[config.mk]
export PLATFORM = sky130hd
export DESIGN_NAME = partial_empty_threshold_regs
export DESIGN_NICKNAME = d
export VERILOG_FILES = /design/src/hw/pe_limit_pkg.sv /design/src/hw/partial_empty_threshold_regs.sv /design/src/hw/pe_flag_compare.sv
export SDC_FILE = /design/constraint.sdc
export NUM_CORES = 1
export LEC_CHECK = 0
export BUFFER_PORTS_ARGS = -buffer_cell sky130_fd_sc_hd__buf_2
export CAP_MARGIN = 10
export CORE_MARGIN = 5
export CORE_UTILIZATION = 50
export CTS_BUF_LIST = sky130_fd_sc_hd__clkbuf_16
export DETAILED_ROUTE_END_ITERATION = 12
export GPL_ROUTABILITY_DRIVEN = 0
export PLACE_DENSITY_LB_ADDON = 0.1
export SLEW_MARGIN = 20
export SYNTH_ARGS = -nofsm -noshare
export SYNTH_HDL_FRONTEND = slang
export SYNTH_SLANG_ARGS = --single-unit
[constraint.sdc]
create_clock -name ref_clk -period 4.7 [get_ports ref_clk]
set_input_delay 0.235 -clock ref_clk [delete_from_list [all_inputs] [get_ports ref_clk]]
set_output_delay 0.235 -clock ref_clk [all_outputs]
set_load 0.01 [all_outputs]
[src/hw/pe_limit_pkg.sv]
// Package for the partially-empty threshold register block.
// Assumes a classic Wishbone slave with 32-bit data, one register per word.
package pe_limit_pkg;
	// Register indices as printed; byte address is four times the index
	localparam logic [7:0] IDX_A_HIGH = 8'h0D;
	localparam logic [7:0] IDX_A_MIDDLE = 8'h0E;
	localparam logic [7:0] IDX_A_LOW = 8'h0F;
	localparam logic [7:0] IDX_B_HIGH = 8'h10;
	localparam logic [7:0] IDX_B_MIDDLE = 8'h11;
	localparam logic [7:0] IDX_B_LOW = 8'h12;
	localparam logic [7:0] IDX_MODE = 8'h20;
	localparam logic [7:0] IDX_STATUS = 8'h21;
	localparam logic [7:0] IDX_MASK = 8'h22;
	localparam logic [7:0] IDX_LEVEL = 8'h23;
	localparam int LIMIT_A_WIDTH = 22;
	localparam int LIMIT_B_WIDTH = 18;
	localparam int A_HIGH_BITS = 6;
	localparam int B_HIGH_BITS = 2;
	localparam logic [7:0] REG_RESET = 8'h00;
	// Channel modes
	localparam logic [1:0] MODE_SINGLE = 2'h0;
	localparam logic [1:0] MODE_CASCADE = 2'h1;
	localparam logic [1:0] MODE_DUAL = 2'h2;
	// Status / mask bit positions
	localparam int EV_A_SET = 0;
	localparam int EV_A_CLR = 1;
	localparam int EV_B_SET = 2;
	localparam int EV_B_CLR = 3;
	localparam int EV_BITS = 4;
	// Level register bit positions
	localparam int LV_FLAG_A = 0;
	localparam int LV_FLAG_B = 1;
endpackage : pe_limit_pkg

[src/hw/partial_empty_threshold_regs.sv]
// Partially-empty threshold registers with flag generation and interrupts.
// Assumes a classic Wishbone master and fill levels synchronous to ref_clk.
// Assumes software loads the intended threshold defaults after reset.
// Overview of operation
// - First threshold held as 22-bit value
// - Intended default one eightieth of capacity
// - First threshold drives flag A or channel 0
// - High byte low six bits hold 21:16
// - Middle byte holds bits 15:8
// - Second threshold held as 18-bit value
// - Second threshold used only in dual mode
// - Intended default one eightieth channel capacity
// - Register 10 low bits hold 17:16
// - Register 11 holds bits 15:8
// - Register 12 holds bits 7:0
//
// The Wishbone slave port was decided locally.
`timescale 1ns/1ps
`default_nettype none
module partial_empty_threshold_regs #(
	parameter int LEVEL_A_WIDTH = 22,
	parameter int LEVEL_B_WIDTH = 18
) (
	// Clock and reset
	input wire logic ref_clk,
	input wire logic rst,
	// Wishbone slave
	input wire logic wb_cyc_i,
	input wire logic wb_stb_i,
	input wire logic wb_we_i,
	input wire logic [9:0] wb_adr_i,
	input wire logic [3:0] wb_sel_i,
	input wire logic [31:0] wb_dat_i,
	output logic [31:0] wb_dat_o,
	output logic wb_ack_o,
	// Fill levels from the pointer logic
	input wire logic [LEVEL_A_WIDTH-1:0] fillLevelA,
	input wire logic [LEVEL_B_WIDTH-1:0] fillLevelB,
	// Thresholds and flags
	output logic [LEVEL_A_WIDTH-1:0] empty_limit_a_value,
	output logic [LEVEL_B_WIDTH-1:0] empty_limit_b_value,
	output logic partial_empty_flag_a,
	output logic partial_empty_flag_b,
	output logic irq
);
	logic [pe_limit_pkg::A_HIGH_BITS-1:0] limitAHigh;
	logic [7:0] limitAMiddle;
	logic [7:0] limitALow;
	logic [pe_limit_pkg::B_HIGH_BITS-1:0] limitBHigh;
	logic [7:0] limitBMiddle;
	logic [7:0] limitBLow;
	logic [1:0] channelMode;
	logic [pe_limit_pkg::EV_BITS-1:0] status;
	logic [pe_limit_pkg::EV_BITS-1:0] mask;
	logic [pe_limit_pkg::EV_BITS-1:0] events;
	logic flagAPrev;
	logic flagBPrev;
	logic flagA;
	logic flagB;
	logic dualMode;
	logic request;
	logic writeStrobe;
	logic [7:0] regIndex;
	// Bus decode
	logic taken;
	logic [31:0] next_readData;
	// Per-register write enables
	logic writeAHigh;
	logic writeAMiddle;
	logic writeALow;
	logic writeBHigh;
	logic writeBMiddle;
	logic writeBLow;
	logic writeMode;
	logic writeMask;
	logic clearStatus;
	// Status update
	logic [pe_limit_pkg::EV_BITS-1:0] next_status;

	// Bus answer states
	typedef enum logic [0:0] {
		BUS_IDLE = 1'b0,
		BUS_ANSWER = 1'b1
	} busState_t;

	busState_t busState;
	busState_t next_busState;

	// Index from word address; byte address bits [1:0] are ignored
	function automatic logic [7:0] word_index(input logic [9:0] adr);
		word_index = adr[9:2];
	endfunction : word_index

	function automatic logic hit(input logic [7:0] idx, input logic [7:0] target);
		hit = (idx == target);
	endfunction : hit

	assign request = wb_cyc_i && wb_stb_i;
	assign taken = request && (busState == BUS_IDLE);
	assign regIndex = word_index(wb_adr_i);
	assign writeStrobe = taken && wb_we_i && wb_sel_i[0];
	assign dualMode = (channelMode == pe_limit_pkg::MODE_DUAL);

	// One write enable per register; the bytes are independent, with no atomic latch
	assign writeAHigh = writeStrobe && hit(regIndex, pe_limit_pkg::IDX_A_HIGH);
	assign writeAMiddle = writeStrobe && hit(regIndex, pe_limit_pkg::IDX_A_MIDDLE);
	assign writeALow = writeStrobe && hit(regIndex, pe_limit_pkg::IDX_A_LOW);
	assign writeBHigh = writeStrobe && hit(regIndex, pe_limit_pkg::IDX_B_HIGH);
	assign writeBMiddle = writeStrobe && hit(regIndex, pe_limit_pkg::IDX_B_MIDDLE);
	assign writeBLow = writeStrobe && hit(regIndex, pe_limit_pkg::IDX_B_LOW);

	// Control and interrupt registers
	assign writeMode = writeStrobe && hit(regIndex, pe_limit_pkg::IDX_MODE);
	assign writeMask = writeStrobe && hit(regIndex, pe_limit_pkg::IDX_MASK);
	assign clearStatus = writeStrobe && hit(regIndex, pe_limit_pkg::IDX_STATUS);

	// Answer one cycle after the request is taken, then idle for one cycle
	always_comb begin
		next_busState = busState;
		unique case (busState)
			BUS_IDLE: begin
				if (request) begin
					next_busState = BUS_ANSWER;
				end
			end
			BUS_ANSWER: begin
				next_busState = BUS_IDLE;
			end
		endcase
	end

	always_ff @(posedge ref_clk) begin
		if (rst) begin
			busState <= BUS_IDLE;
		end else begin
			busState <= next_busState;
		end
	end

	// Ack comes straight from the state flip-flop
	assign wb_ack_o = (busState == BUS_ANSWER);

	// Threshold A bytes; reserved high bits of the top byte are not stored
	always_ff @(posedge ref_clk) begin
		if (rst) begin
			limitAHigh <= pe_limit_pkg::REG_RESET[pe_limit_pkg::A_HIGH_BITS-1:0];
			limitAMiddle <= pe_limit_pkg::REG_RESET;
			limitALow <= pe_limit_pkg::REG_RESET;
		end else if (writeStrobe) begin
			if (writeAHigh) begin
				limitAHigh <= wb_dat_i[pe_limit_pkg::A_HIGH_BITS-1:0];
			end
			if (writeAMiddle) begin
				limitAMiddle <= wb_dat_i[7:0];
			end
			if (writeALow) begin
				limitALow <= wb_dat_i[7:0];
			end
		end
	end

	// Threshold B bytes; software keeps reserved bits zero, hardware drops them
	always_ff @(posedge ref_clk) begin
		if (rst) begin
			limitBHigh <= pe_limit_pkg::REG_RESET[pe_limit_pkg::B_HIGH_BITS-1:0];
			limitBMiddle <= pe_limit_pkg::REG_RESET;
			limitBLow <= pe_limit_pkg::REG_RESET;
		end else if (writeStrobe) begin
			if (writeBHigh) begin
				limitBHigh <= wb_dat_i[pe_limit_pkg::B_HIGH_BITS-1:0];
			end
			if (writeBMiddle) begin
				limitBMiddle <= wb_dat_i[7:0];
			end
			if (writeBLow) begin
				limitBLow <= wb_dat_i[7:0];
			end
		end
	end

	// Channel mode; code 3 is kept but treated as not dual
	always_ff @(posedge ref_clk) begin
		if (rst) begin
			channelMode <= pe_limit_pkg::MODE_SINGLE;
		end else if (writeMode) begin
			channelMode <= wb_dat_i[1:0];
		end
	end

	// Interrupt mask, same layout as the status register
	always_ff @(posedge ref_clk) begin
		if (rst) begin
			mask <= '0;
		end else if (writeMask) begin
			mask <= wb_dat_i[pe_limit_pkg::EV_BITS-1:0];
		end
	end

	// Assembled thresholds; the intended defaults are loaded by software
	always_ff @(posedge ref_clk) begin
		if (rst) begin
			empty_limit_a_value <= '0;
			empty_limit_b_value <= '0;
		end else begin
			empty_limit_a_value <= {limitAHigh, limitAMiddle, limitALow};
			empty_limit_b_value <= {limitBHigh, limitBMiddle, limitBLow};
		end
	end

	// Flag A governs single, cascade, or channel 0 in dual mode
	pe_flag_compare #(
		.WIDTH(LEVEL_A_WIDTH)
	) compareA (
		.ref_clk(ref_clk),
		.rst(rst),
		.enable(1'b1),
		.fillLevel(fillLevelA),
		.limit(empty_limit_a_value),
		.flag(flagA)
	);

	// Flag B only in dual mode
	pe_flag_compare #(
		.WIDTH(LEVEL_B_WIDTH)
	) compareB (
		.ref_clk(ref_clk),
		.rst(rst),
		.enable(dualMode),
		.fillLevel(fillLevelB),
		.limit(empty_limit_b_value),
		.flag(flagB)
	);

	assign partial_empty_flag_a = flagA;
	assign partial_empty_flag_b = flagB;

	// Edge events of both flags
	always_ff @(posedge ref_clk) begin
		if (rst) begin
			flagAPrev <= 1'b0;
			flagBPrev <= 1'b0;
		end else begin
			flagAPrev <= flagA;
			flagBPrev <= flagB;
		end
	end

	always_comb begin
		events = '0;
		events[pe_limit_pkg::EV_A_SET] = flagA && !flagAPrev;
		events[pe_limit_pkg::EV_A_CLR] = !flagA && flagAPrev;
		events[pe_limit_pkg::EV_B_SET] = flagB && !flagBPrev;
		events[pe_limit_pkg::EV_B_CLR] = !flagB && flagBPrev;
	end

	// Sticky status, write one to clear; a new event wins over the clear
	always_comb begin
		next_status = status | events;
		if (clearStatus) begin
			next_status = (status & ~wb_dat_i[pe_limit_pkg::EV_BITS-1:0]) | events;
		end
	end

	always_ff @(posedge ref_clk) begin
		if (rst) begin
			status <= '0;
		end else begin
			status <= next_status;
		end
	end

	// Interrupt level from a flip-flop, one cycle behind status and mask
	always_ff @(posedge ref_clk) begin
		if (rst) begin
			irq <= 1'b0;
		end else begin
			irq <= |(status & mask);
		end
	end

	// Read word for the addressed register; unmapped reads as zero
	always_comb begin
		next_readData = 32'h0000_0000;
		unique case (regIndex)
			pe_limit_pkg::IDX_A_HIGH: next_readData = {26'h0, limitAHigh};
			pe_limit_pkg::IDX_A_MIDDLE: next_readData = {24'h0, limitAMiddle};
			pe_limit_pkg::IDX_A_LOW: next_readData = {24'h0, limitALow};
			pe_limit_pkg::IDX_B_HIGH: next_readData = {30'h0, limitBHigh};
			pe_limit_pkg::IDX_B_MIDDLE: next_readData = {24'h0, limitBMiddle};
			pe_limit_pkg::IDX_B_LOW: next_readData = {24'h0, limitBLow};
			pe_limit_pkg::IDX_MODE: next_readData = {30'h0, channelMode};
			pe_limit_pkg::IDX_STATUS: next_readData = {28'h0, status};
			pe_limit_pkg::IDX_MASK: next_readData = {28'h0, mask};
			pe_limit_pkg::IDX_LEVEL: next_readData = {30'h0, flagB, flagA};
			default: next_readData = 32'h0000_0000;
		endcase
	end

	// Read data loaded when the request is taken and held through the ack
	always_ff @(posedge ref_clk) begin
		if (rst) begin
			wb_dat_o <= '0;
		end else if (taken) begin
			wb_dat_o <= next_readData;
		end
	end
endmodule : partial_empty_threshold_regs
`default_nettype wire

[src/hw/pe_flag_compare.sv]
// Partially-empty flag comparator: registered flag of level against limit.
// Assumes the fill level is synchronous to ref_clk.
`timescale 1ns/1ps
`default_nettype none
module pe_flag_compare #(
	parameter int WIDTH = 22
) (
	// Clock and reset
	input wire logic ref_clk,
	input wire logic rst,
	// Comparison
	input wire logic enable,
	input wire logic [WIDTH-1:0] fillLevel,
	input wire logic [WIDTH-1:0] limit,
	output logic flag
);
	always_ff @(posedge ref_clk) begin
		if (rst) begin
			flag <= 1'b0;
		end else begin
			flag <= enable && (fillLevel <= limit);
		end
	end
endmodule : pe_flag_compare
`default_nettype wire

==> results.json <==
{
  "outcome": "completed",
  "postSynthAreaPerCell_um2": 8.55,
  "grt_pass1_wl_um": 20600,
  "drcViolationCount": 0,
  "nNetsFinal": 819,
  "track_usage_pct": 20.4,
  "die_h_um": 111,
  "ys.flop_type": "dfxtp_1",
  "p_per_area_nw_per_um2": 286,
  "cts-root-buf": "clkbuf_16",
  "core_area_um2": 9820,
  "dp_hpwl_um": 9790,
  "cp_max_fo": 17,
  "final_cell_mix": "113 x buf_2, 104 x dfxtp_1, 67 x nand2_1, 52 x a21oi_1, 49 x inv_1",
  "drt-pass1-iter-count": 5,
  "io_pins": 167,
  "die_area_um2": 12300,
  "yosysSeqAreaShare_pct": 41.1,
  "hold_viol": 0,
  "cts_sinks": 104,
  "hp-start": "wb_dat_i[6]",
  "grt_pass1_vias": 4225,
  "worstSkewPairLatency_ps": 340,
  "std_cell_rows": 36,
  "cts_tree": "done",
  "fmax_mhz": 399,
  "setup.worst_path.class": "reg -> reg",
  "crit_family": "simple AND/OR/NAND/NOR gates",
  "holdPathStages": 3,
  "ys_ff_latch": 104,
  "rsz0062_at_grt": "false",
  "antenna_cells": 0,
  "power_mw": 1.67,
  "min_path_type": "in -> reg",
  "crit_required_ps": 4880,
  "r2r-start": "wb_ack_o",
  "fin_skew_ps": 6.89,
  "power_leakage_nw": 2.41,
  "synthesis.area_um2": 5070,
  "routed_via_density": 5.36,
  "worstPathCellList": "nand3b_1 -> nor3_2 -> nand2_1 -> nand2_1 -> a21oi_1",
  "grt_max_degree": 51,
  "synthToLayoutAreaGrowth_pct": 15.4,
  "end_kind": "flip-flop",
  "start_kind": "flip-flop",
  "cts_buffers": 9,
  "drv_cap": 0,
  "crit_slowest_cell": "nor3_2",
  "ys_async_sr_fraction_pct": 0,
  "final_common_cell": "buf_2",
  "synthCells": 593,
  "start_util_pct": 51.6,
  "setup_tns_ps": 0,
  "reg2reg_depth": 5,
  "via_count": 4423,
  "antenna_found_initial": 0,
  "drtIter0Drc": 414,
  "worst_pin_slew_ps": 1080,
  "arrival_ps": 2690,
  "slew_headroom_pct": 27.5,
  "ant_nets": 0,
  "maxSlewViolCount": 0,
  "postCtsSetupRepairBufs": 0,
  "synthDistinctLibCells": 44,
  "overflow": 0,
  "wire_per_inst_um": 15.4,
  "drive_gt1_share_pct": 19.1,
  "cts_max_level": 3,
  "setup_violations": 0,
  "critPathLaunch": "wb_ack_o",
  "cts-resized-gates": 0,
  "cts_buffer_depth": 2,
  "cp_num_cells": 5,
  "ir_drop_mv": 0.174,
  "cp_slowest_stage_delay_ps": 980,
  "yosysWarnings": 0,
  "worst-path-buf-inv": 0,
  "crit_top_cell": "nand2_1",
  "synth_edf_count": 0,
  "ctsHoldBuffers": 0,
  "wl_um": 12700,
  "finalCritPeriodShare_pct": 53.3,
  "path_clk_slew_ps": 60,
  "die_x_um": 111,
  "io_buffers": 113,
  "timing.final.crit_period_ps": 2500
}
==> logic make-up after synthesis <==
group,after synthesis,share of synthesized area (%)
mux,18,3.55
flops,104,41.1
fa+ha+maj,40,9.87
buf+inv,99,9.50
simple gates,213,21.6
other cells,1,0.0740
compound gates,118,14.4
==> sequential cells by signal, indices dropped and copies added (netlist names) <==
signal and flops:
channelMode 2, compareA.flag 1, compareB.flag 1, empty_limit_a_value 22
empty_limit_b_value 18, flagAPrev 1, flagBPrev 1, irq 1
limitAHigh 6, limitALow 8, limitAMiddle 8, limitBHigh 2
limitBLow 8, limitBMiddle 8, mask 4, status 4
wb_ack_o 1, wb_dat_o 8
==> cells in the mapped netlist, types with 17 or more instances <==
cell      count  area share, %
buf_4        27            4.0
a22oi_1      18            2.7
dfxtp_1     104             41
ha_1         40            9.9
clkbuf_1     17            1.3
nand2_1      67            5.0
mux2i_1      18            3.6
a21oi_1      52            5.1
inv_1        46            3.4
nor2_1       27            2.0
nor2b_1      48            5.9
nand3_1      39            3.9
==> report_power, final <==
part / switching (mW) / internal (mW)
sequential: 0.00206 / 0.883
clock: 0.308 / 0.349
combinational: 0.0821 / 0.0460
==> area by class of cell <==
class,count,area (um^2)
Clock buffer,9,225
Clock inverter,6,31.3
Fill cell,910,3970
Inverter,46,173
Multi-Input combinational cell,413,2600
Sequential cell,104,2080
Tap cell,133,166
Timing Repair Buffer,114,573
==> per-stage QoR <==
stage                     cells  utilization (%)  setup WS, ps  cell area, um^2  hold WS (ps)
after floorplan             616                -          2930             5160           379
after detailed placement    810             56.9          1800             5590           440
after global routing        825             59.6          2060             5850           208
final                       825             59.6          2200             5850           193
after global placement      810             56.9          1860             5590           437
after CTS                   825             59.5          2140             5840           188
==> final timing paths <==
check / endpoint / slack, ps
max reg2reg: limitBMiddle[7] / 2200
max: limitBMiddle[7] / 2200
min: limitBLow[6] / 190
min reg2reg: wb_dat_o[4] / 450
==> worst min-delay path: stages <==
cell and delay (ps):
buf_2 130, nand3_1 70, a21oi_1 50
==> routing by layer <==
| metal | GRT usage [%] | wire length, um |
|---|---|---|
| met4 | 5.42 | 101 |
| met5 | 0 | 0 |
| met3 | 5.62 | 1050 |
| met2 | 31.9 | 5790 |
| met1 | 27.8 | 5740 |
(Power assumes the default switching activity.)
